**src/inc/cpc_defines.vh**
```
// constants for the converter protection configuration block
`ifndef CPC_DEFINES_VH
`define CPC_DEFINES_VH
// =====================================================
// register field layout
`define CPC_REG_W        8
`define CPC_RESET_VAL    8'h08
`define CPC_WR_MASK      8'h3f
`define CPC_UV_LSB       0
`define CPC_OV_LSB       2
`define CPC_PGL_BIT      4
`define CPC_PGH_BIT      5
// =====================================================
// level encodings in percent of setpoint
`define CPC_UV_BASE      8'h4b
`define CPC_UV_STEP      8'h05
`define CPC_OV_PCT0      8'h6e
`define CPC_OV_PCT1      8'h78
// code 10 level: a plain default between the codes 01 and 11 levels
`define CPC_OV_PCT2      8'h7d
`define CPC_OV_PCT3      8'h82
`define CPC_PGH_HI       8'h6e
`define CPC_PGH_LO       8'h69
`define CPC_PGL_HI       8'h5f
`define CPC_PGL_LO       8'h5a
`define CPC_PCT_DIV      7'h64
// =====================================================
// ramp and delay limits
`define CPC_TON_MAX_MS   8'hff
`define CPC_TOFF_MAX_MS  6'h3f
`endif

```
**src/rtl/cpc_top.v**
```verilog
// protection configuration register, threshold comparators and event classification
// Overview of operation
// - host writes protection register; stored selections steer threshold comparisons
// - undervoltage field bits 1:0, 75 to 90 percent in 5 percent steps
// - overvoltage field bits 3:2, 110 to 130 percent, reset code 10
// - all thresholds scale from the present output setpoint
// - output stage held off until ramp reaches pre-bias voltage
// - turn-off delay max below turn-on max; falling rate independent
// - overcurrent, overvoltage, overtemperature, tracking are faults; undervoltage is error
// - near-overtemperature and output-good loss are warnings
// - good window high 110 or 105, low 90 or 95 percent
`timescale 1ns/100ps
`default_nettype none
`include "cpc_defines.vh"
module cpc_top #(
	parameter VW = 12
) (
	input  wire          clock,
	input  wire          rst,
	input  wire          reg_wr,
	input  wire [7:0]    reg_wdata,
	input  wire          run_active,
	input  wire [VW-1:0] setpoint,
	input  wire [VW-1:0] vout_meas,
	input  wire [VW-1:0] ramp_ref,
	input  wire          ramp_start,
	input  wire          overcurrent,
	input  wire          overtemp,
	input  wire          near_overtemp,
	input  wire          track_fail,
	input  wire          steady_state,
	input  wire [2:0]    fall_rate_in,
	input  wire [5:0]    toff_delay_in,
	input  wire [7:0]    ton_delay_in,
	output reg  [7:0]    reg_rdata,
	output reg           fault_flag,
	output reg           error_flag,
	output reg           warning_flag,
	output reg           output_good_flag,
	output reg           drive_enable,
	output reg  [2:0]    fall_rate,
	output reg  [5:0]    toff_delay,
	output reg  [7:0]    ton_delay
);
	// =====================================================
	// constants held at register width
	localparam [7:0] RESET_VAL = `CPC_RESET_VAL;
	localparam [7:0] WR_MASK   = `CPC_WR_MASK;
	// =====================================================
	// protection_threshold_config register
	reg  [5:0] cfg_r;
	wire [5:0] cfg_nxt;
	wire       wr_accept;
	wire [5:0] wr_value;
	// writes are dropped while the modulator switches
	assign wr_accept = reg_wr && !run_active;
	assign wr_value  = reg_wdata[5:0] & WR_MASK[5:0];
	assign cfg_nxt   = wr_accept ? wr_value : cfg_r;
	always @(posedge clock)
	begin
		if (rst)
			cfg_r <= RESET_VAL[5:0];
		else
			cfg_r <= cfg_nxt;
	end
	// bits 7:6 are not stored
	wire [1:0] undervoltage_level_select;
	wire [1:0] overvoltage_level_select;
	wire       good_window_low_select;
	wire       good_window_high_select;
	assign undervoltage_level_select = cfg_r[`CPC_UV_LSB+1:`CPC_UV_LSB];
	assign overvoltage_level_select  = cfg_r[`CPC_OV_LSB+1:`CPC_OV_LSB];
	assign good_window_low_select    = cfg_r[`CPC_PGL_BIT];
	assign good_window_high_select   = cfg_r[`CPC_PGH_BIT];
	// =====================================================
	// percentages selected by the fields
	wire [7:0] uv_pct;
	reg  [7:0] ov_pct;
	wire [7:0] pgh_pct;
	wire [7:0] pgl_pct;
	// window limits are fixed pairs picked by one bit each
	assign uv_pct  = `CPC_UV_BASE + `CPC_UV_STEP * {6'h00, undervoltage_level_select};
	assign pgh_pct = good_window_high_select ? `CPC_PGH_LO : `CPC_PGH_HI;
	assign pgl_pct = good_window_low_select ? `CPC_PGL_HI : `CPC_PGL_LO;
	// overvoltage codes are not evenly spaced, so a table
	always @*
	begin
		case (overvoltage_level_select)
			2'b00:   ov_pct = `CPC_OV_PCT0;
			2'b01:   ov_pct = `CPC_OV_PCT1;
			2'b10:   ov_pct = `CPC_OV_PCT2;
			2'b11:   ov_pct = `CPC_OV_PCT3;
			default: ov_pct = `CPC_OV_PCT2;
		endcase
	end
	// =====================================================
	// absolute levels follow the setpoint
	// levels are recomputed every cycle, so margining moves them at once
	wire [VW-1:0] uv_lvl;
	wire [VW-1:0] ov_lvl;
	wire [VW-1:0] pgh_lvl;
	wire [VW-1:0] pgl_lvl;
	// one scaler per threshold: uv, ov, good high, good low
	genvar gi;
	generate
		for (gi = 0; gi < 4; gi = gi + 1)
		begin : g_thr
			wire [7:0]    pct;
			wire [VW-1:0] lvl;
			assign pct = (gi == 0) ? uv_pct : (gi == 1) ? ov_pct : (gi == 2) ? pgh_pct : pgl_pct;
			cpc_threshold_calc #(
				.VW       (VW)
			) u_calc (
				.setpoint (setpoint),
				.percent  (pct),
				.level    (lvl)
			);
		end
	endgenerate
	assign uv_lvl  = g_thr[0].lvl;
	assign ov_lvl  = g_thr[1].lvl;
	assign pgh_lvl = g_thr[2].lvl;
	assign pgl_lvl = g_thr[3].lvl;
	// =====================================================
	// classification
	wire ov_trip;
	wire uv_trip;
	wire above_window;
	wire below_window;
	wire in_window;
	// undervoltage and the good window only count once the output is steady
	assign ov_trip      = vout_meas > ov_lvl;
	assign uv_trip      = steady_state && (vout_meas < uv_lvl);
	assign above_window = vout_meas > pgh_lvl;
	assign below_window = vout_meas < pgl_lvl;
	assign in_window    = !above_window && !below_window;
	// =====================================================
	// pre-bias hold-off
	reg hold_r;
	reg hold_nxt;
	// stay off until the commanded ramp reaches the output already present
	always @*
	begin
		hold_nxt = hold_r;
		if (ramp_start)
			hold_nxt = 1'b1;
		else if (hold_r && (ramp_ref >= vout_meas))
			hold_nxt = 1'b0;
	end
	always @(posedge clock)
	begin
		if (rst)
			hold_r <= 1'b1;
		else
			hold_r <= hold_nxt;
	end
	// =====================================================
	// next values of the registered outputs
	wire       fault_nxt;
	wire       error_nxt;
	wire       warning_nxt;
	wire       good_nxt;
	wire       drive_nxt;
	wire [7:0] rdata_nxt;
	wire [2:0] fall_rate_nxt;
	wire [5:0] toff_delay_nxt;
	wire [7:0] ton_delay_nxt;
	assign fault_nxt      = overcurrent | ov_trip | overtemp | track_fail;
	assign error_nxt      = uv_trip;
	assign good_nxt       = steady_state & in_window;
	assign warning_nxt    = near_overtemp | (steady_state & ~in_window);
	assign drive_nxt      = ~hold_r & ~ramp_start;
	// read-back already shows a write taken in this cycle
	assign rdata_nxt      = {2'b00, cfg_nxt};
	assign fall_rate_nxt  = fall_rate_in;
	// turn-off delay field is narrower than the turn-on field
	assign toff_delay_nxt = (toff_delay_in > `CPC_TOFF_MAX_MS) ? `CPC_TOFF_MAX_MS : toff_delay_in;
	assign ton_delay_nxt  = ton_delay_in;
	// =====================================================
	// event flags, drive enable and read-back
	always @(posedge clock)
	begin
		if (rst)
		begin
			fault_flag       <= 1'b0;
			error_flag       <= 1'b0;
			warning_flag     <= 1'b0;
			output_good_flag <= 1'b0;
			drive_enable     <= 1'b0;
			reg_rdata        <= RESET_VAL;
		end
		else
		begin
			fault_flag       <= fault_nxt;
			error_flag       <= error_nxt;
			warning_flag     <= warning_nxt;
			output_good_flag <= good_nxt;
			drive_enable     <= drive_nxt;
			reg_rdata        <= rdata_nxt;
		end
	end
	// =====================================================
	// ramp and delay settings
	always @(posedge clock)
	begin
		if (rst)
		begin
			fall_rate  <= 3'h0;
			toff_delay <= 6'h00;
			ton_delay  <= 8'h00;
		end
		else
		begin
			fall_rate  <= fall_rate_nxt;
			toff_delay <= toff_delay_nxt;
			ton_delay  <= ton_delay_nxt;
		end
	end
endmodule // cpc_top
`default_nettype wire

```
**src/rtl/cpc_threshold_calc.v**
```verilog
// percentage to absolute threshold scaler
`timescale 1ns/100ps
`default_nettype none
`include "cpc_defines.vh"
module cpc_threshold_calc #(
	parameter VW = 12
) (
	input  wire [VW-1:0] setpoint,
	input  wire [7:0]    percent,
	output wire [VW-1:0] level
);
	wire [VW+7:0] prod;
	wire [VW+7:0] quot;
	assign prod  = setpoint * percent;
	assign quot  = prod / `CPC_PCT_DIV;
	assign level = quot[VW-1:0];
endmodule // cpc_threshold_calc
`default_nettype wire

```
**config.mk**
```make
export PLATFORM = sky130hd
export DESIGN_NAME = cpc_top
export DESIGN_NICKNAME = d
export VERILOG_FILES = /design/src/rtl/cpc_top.v /design/src/rtl/cpc_threshold_calc.v
export VERILOG_INCLUDE_DIRS = /design/src /design/src/inc
export SDC_FILE = /design/constraint.sdc
export NUM_CORES = 1
export LEC_CHECK = 0
export BUFFER_PORTS_ARGS = -buffer_cell sky130_fd_sc_hd__buf_4
export CAP_MARGIN = 15
export CORE_MARGIN = 3
export CORE_UTILIZATION = 60
export CTS_CLUSTER_SIZE = 24
export DETAILED_ROUTE_END_ITERATION = 6
export GPL_ROUTABILITY_DRIVEN = 0
export PLACE_DENSITY = 0.83
export SETUP_SLACK_MARGIN = 0.4
export SLEW_MARGIN = 0
export SYNTH_ARGS = -nofsm -noshare
export SYNTH_HDL_FRONTEND = slang
export SYNTH_HIERARCHICAL = 1
export SYNTH_SLANG_ARGS = --single-unit
```
**constraint.sdc**
```tcl
create_clock -name clock -period 12.9 [get_ports clock]
set_input_delay 0.645 -clock clock [delete_from_list [all_inputs] [get_ports clock]]
set_output_delay 0.645 -clock clock [all_outputs]
set_load 0.01 [all_outputs]
```
==> out/results.txt, run 1 <==
First-pass GRT wire length -> 271,000 um
Cells after Synth -> 3,672
Number of global-route vias before repair -> 46,800
Top cells by area, synth -> fa_1 17%, ha_1 10%, and2_1 6.5%
Synthesis-stage register bit count -> 29
Top_reg_cell synth -> dfxtp_1
Mapped Area -> 0.0276 mm2
Die width -> 221 um
Die H -> 221 um
Dpl ws -> -1.00 ns
Status -> aborted with a tool error
Area share of the largest cell type after synthesis -> 17.4%
Unique masters post-synth -> 143
Asr flop ratio synth -> 0%
Hpwl dp -> 86,200 um
CTS HTree Levels -> 2
Row count -> 77
Fail Step -> 5_1_grt
First Err -> [ERROR GRT-0116] Global routing finished with congestion. Check the congestion regions in the DRC Viewer.
Leading area contributor after synthesis -> fa_1
Number of synthesized flops with an enable pin -> 0
Root buf cell -> clkbuf_16
Io pins -> 101
Clock sink total -> 29
Maximum root-to-sink buffer count -> 2
Total global-route track usage -> 71.7%
Largest net degree at the start of global routing -> 27
Register area share after synthesis -> 2.10%
Total grt overflow -> 97
Syn. warnings -> 6
Initial Utilization -> 61.7%
CTS Buf Count -> 5
Hold-fix buffers, CTS -> 0
PortBufs -> 96
Avg Synthesized Cell Area -> 7.52 um2
==> kinds of logic after synthesis <==
kind of cell	count (synthesis)	synth area share, %
fa+ha+maj	471	27.8
simple gates	1340	25.4
other cells	2	0.0272
compound gates	1114	30.5
mux	45	1.71
xor+xnor	142	4.79
flops	29	2.10
buf+inv	529	7.59
==> what timing repair did <==
item	4_1_cts
resized for setup	337
setup endpoints to repair	4
pin swaps	188
cloned	2
buffers inserted	81
==> routing by layer <==
metal,GRT overflow,track usage [%]
met4,38,73.0
met2,58,88.7
met3,0,57.7
met5,0,25.5
met1,1,69.9
==> through the flow <==
step           instances  cell area, um2  hold slack, ns
4_1_cts             5313           39300           0.427
3_5_place_dp        5222           36800           0.419
3_3_place_gp        5222           36800           0.409
2_1_floorplan       3714           28800           0.399
==> cell usage after synthesis, types with 73 or more instances <==
library cell,instances
fa_1,240
inv_1,369
nor3_1,82
o21ai_0,142
and2_1,289
nand3_1,97
nor2_1,213
clkbuf_1,80
xnor2_1,94
ha_1,224
a21oi_1,207
a211oi_1,73
nand2_1,334
==> run 2, diff against run 1 <==
--- a/config.mk
+++ b/config.mk
@@ -9,12 +9,10 @@
 export BUFFER_PORTS_ARGS = -buffer_cell sky130_fd_sc_hd__buf_4
 export CAP_MARGIN = 15
 export CORE_MARGIN = 3
-export CORE_UTILIZATION = 60
-export CTS_CLUSTER_SIZE = 24
+export CORE_UTILIZATION = 40
 export DETAILED_ROUTE_END_ITERATION = 6
 export GPL_ROUTABILITY_DRIVEN = 0
-export PLACE_DENSITY = 0.83
-export SETUP_SLACK_MARGIN = 0.4
+export PLACE_DENSITY_LB_ADDON = 0.15
 export SLEW_MARGIN = 0
 export SYNTH_ARGS = -nofsm -noshare
 export SYNTH_HDL_FRONTEND = slang
==> constraint.sdc (replaced) <==
create_clock -name clock -period 16.8 [get_ports clock]
set_input_delay 0.84 -clock clock [delete_from_list [all_inputs] [get_ports clock]]
set_output_delay 0.84 -clock clock [all_outputs]
set_load 0.01 [all_outputs]
==> out/results.txt, run 2 <==
Most common cell after layout, fill and taps aside -> inv_1
Critical path's top delay family -> compound AO/OA/AOI/OAI gates
Worst hold path class -> flip-flop to flip-flop
Crit. End Element -> flip-flop
Max Cap Violations -> 0
# setup viols final -> 0
Unique masters post-synth -> 143 (unchanged)
Mapped Area -> 0.0276 mm2 (unchanged)
Setup Skew -> 0.0152 ns
Least-Margin Pin Slew -> 1.02 ns
Row count -> 95 (was 77)
Synthesis-stage register bit count -> 29 (unchanged)
CTS HTree Levels -> 2 (unchanged)
Layout area overhead -> 6.12%
Cell Count, Final, Fillers Out -> 4,569
Slew margin rel. -> 31.6%
Initial DRC count -> 1,976
Worst path bufs/invs -> 6
Critical path class -> flip-flop to flip-flop
Min cycle time layout -> 15.56 ns
Final Hold Fails -> 0
CP peak stage delay -> 0.61 ns
Vias per cell -> 5.92
Number of synthesized flops with an enable pin -> 0 (unchanged)
Reg area -> 581 um2
Top_reg_cell synth -> dfxtp_1 (unchanged)
Largest register FFs -> 8
Post-Place Cells -> 4,559 (was 5,222)
Initial Utilization -> 40.8% (was 61.7%)
Commonest cells after routing, fill and taps aside -> 368 x inv_1, 334 x nand2_1, 289 x and2_1, 240 x fa_1, 224 x ha_1
Total global-route track usage -> 21.8%
Status -> complete, no violations (was aborted with a tool error)
First-pass GRT wire length -> 133,000 um
Final Max Slew Viols -> 0
Post CTS Setup Buffer Count -> 0 (was 81)
DR vias -> 27,100
RSZ-0062 raised after global routing -> no
Drt wl/cell -> 17.3 um
Root buf cell -> clkbuf_16 (unchanged)
Fillers -> 7,057
Avg Synthesized Cell Area -> 7.52 um2 (unchanged)
Max Fanout on Critical Path -> 25
Die width -> 269 um (was 221 um)
Clock transition at the registers of the reported paths -> 0.06 ns
DRC -> 0
Cells after Synth -> 3,672 (unchanged)
Initial antenna violation count -> 0
Fin area -> 0.0293 mm2
Io pins -> 101 (unchanged)
Largest net degree at the start of global routing -> 37
Die H -> 269 um (was 221 um)
TritonCTS clock tree -> yes
CP Launch Type -> flip-flop
Largest regs -> ton_delay (8), reg_rdata (6), toff_delay (6)
Total grt overflow -> 0
Hpwl dp -> 62,000 um (was 86,200 um)
Number of global-route vias before repair -> 25,900
Layout cell share with drive strength beyond 1 -> 8.72%
Clock sink total -> 29 (unchanged)
Reg with most FFs -> ton_delay
Commonest cells in the netlist -> 369 x inv_1, 334 x nand2_1, 289 x and2_1 (unchanged)
Area occupied by multi-input gates -> 0.0251 mm2
Max Fclk -> 64.3 MHz
Asr flop ratio synth -> 0% (unchanged)
Placed Area -> 0.0291 mm2 (was 0.0368 mm2)
Clk Latency, worst-skew pair -> 0.29 ns
Setup TNS -> 0 ns
WL final -> 79,200 um
Worst EP required -> 16.96 ns
Register area share after synthesis -> 2.10% (unchanged)
Post-DRT Antenna Nets -> 0
Final Cycle Share -> 92.6%
Area share of the largest cell type after synthesis -> 17.4% (unchanged)
Top cells by area, synth -> fa_1 17%, ha_1 10%, and2_1 6.5% (unchanged)
Syn. warnings -> 6 (unchanged)
CTS Buf Count -> 5 (unchanged)
Most common cell in the netlist -> inv_1 (unchanged)
PortBufs -> 96 (unchanged)
CORE AREA -> 0.0678 mm2
Final nets -> 4,228
Die ar. -> 0.0722 mm2
CP max stage cell -> or4_1
Detailed Routing Iterations Pass 1 -> 5
Leading area contributor after synthesis -> fa_1 (unchanged)
Worst Path Arrival -> 15.72 ns
Maximum root-to-sink buffer count -> 2 (unchanged)
run 2: cell counts after synthesis:
Identical to the previous run, type by type.
run 2: worst paths after layout:
kind	cells after the start	start	endpoint	slack (ns)
hold / removal	1	hold_r$_SDFFE_PP1P_	drive_enable$_SDFF_PP0_	0.44
setup reg to reg	50	reg_rdata[5]$_SDFFE_PP0P_	warning_flag$_SDFF_PP0_	1.24
hold reg to reg	1	hold_r$_SDFFE_PP1P_	drive_enable$_SDFF_PP0_	0.44
setup / recovery	50	reg_rdata[5]$_SDFFE_PP0P_	warning_flag$_SDFF_PP0_	1.24
run 2: cell families after synthesis:
family,synth area share (%)
AND/OR/NAND/NOR,25.4
AO/OA/AOI/OAI,30.5
buffers and inverters,7.59
adder cells (fa/ha/maj),27.8
XOR/XNOR,4.79
multiplexers,1.71
flip-flops,2.10
other,0.0272
run 2: final cells by class:
class,count,share of cell area (%)
multi-input cells,3156,85.8
clock buffers,7,0.521
repair buffers,119,3.05
well taps,873,3.73
flip-flops and latches,29,1.98
diodes,2,0.0171
inverters,382,4.92
clock inverters,1,0.0171
run 2: per-stage QoR:
stage	hold WS [ns]	setup WS, ns	util (%)
finish	0.442	1.24	43.3
global route	0.456	0.0536	43.3
floorplan	0.399	3.57	-
global placement	0.432	0.999	43.0
CTS	0.442	1.12	43.2
detailed placement	0.434	0.962	43.0
run 2: repair_timing:
item                                    in CTS  in global routing
hold buffers                                 0                  0
endpoints found under the setup margin       0                  3
resized for setup                            0                  7
run 2: metal layers:
layer  vias up  global-route usage (%)  share of wire, %
li1      13400                       -                 -
met1     13000                    31.0                48
met2       652                    37.1                47
met3        41                    1.76               4.7
met4         0                    2.42              0.96
met5         -                       0                 0
Power of run 2 is not shown: default switching activity piles up to over one toggle a cycle in this logic, so the estimate is an artifact.
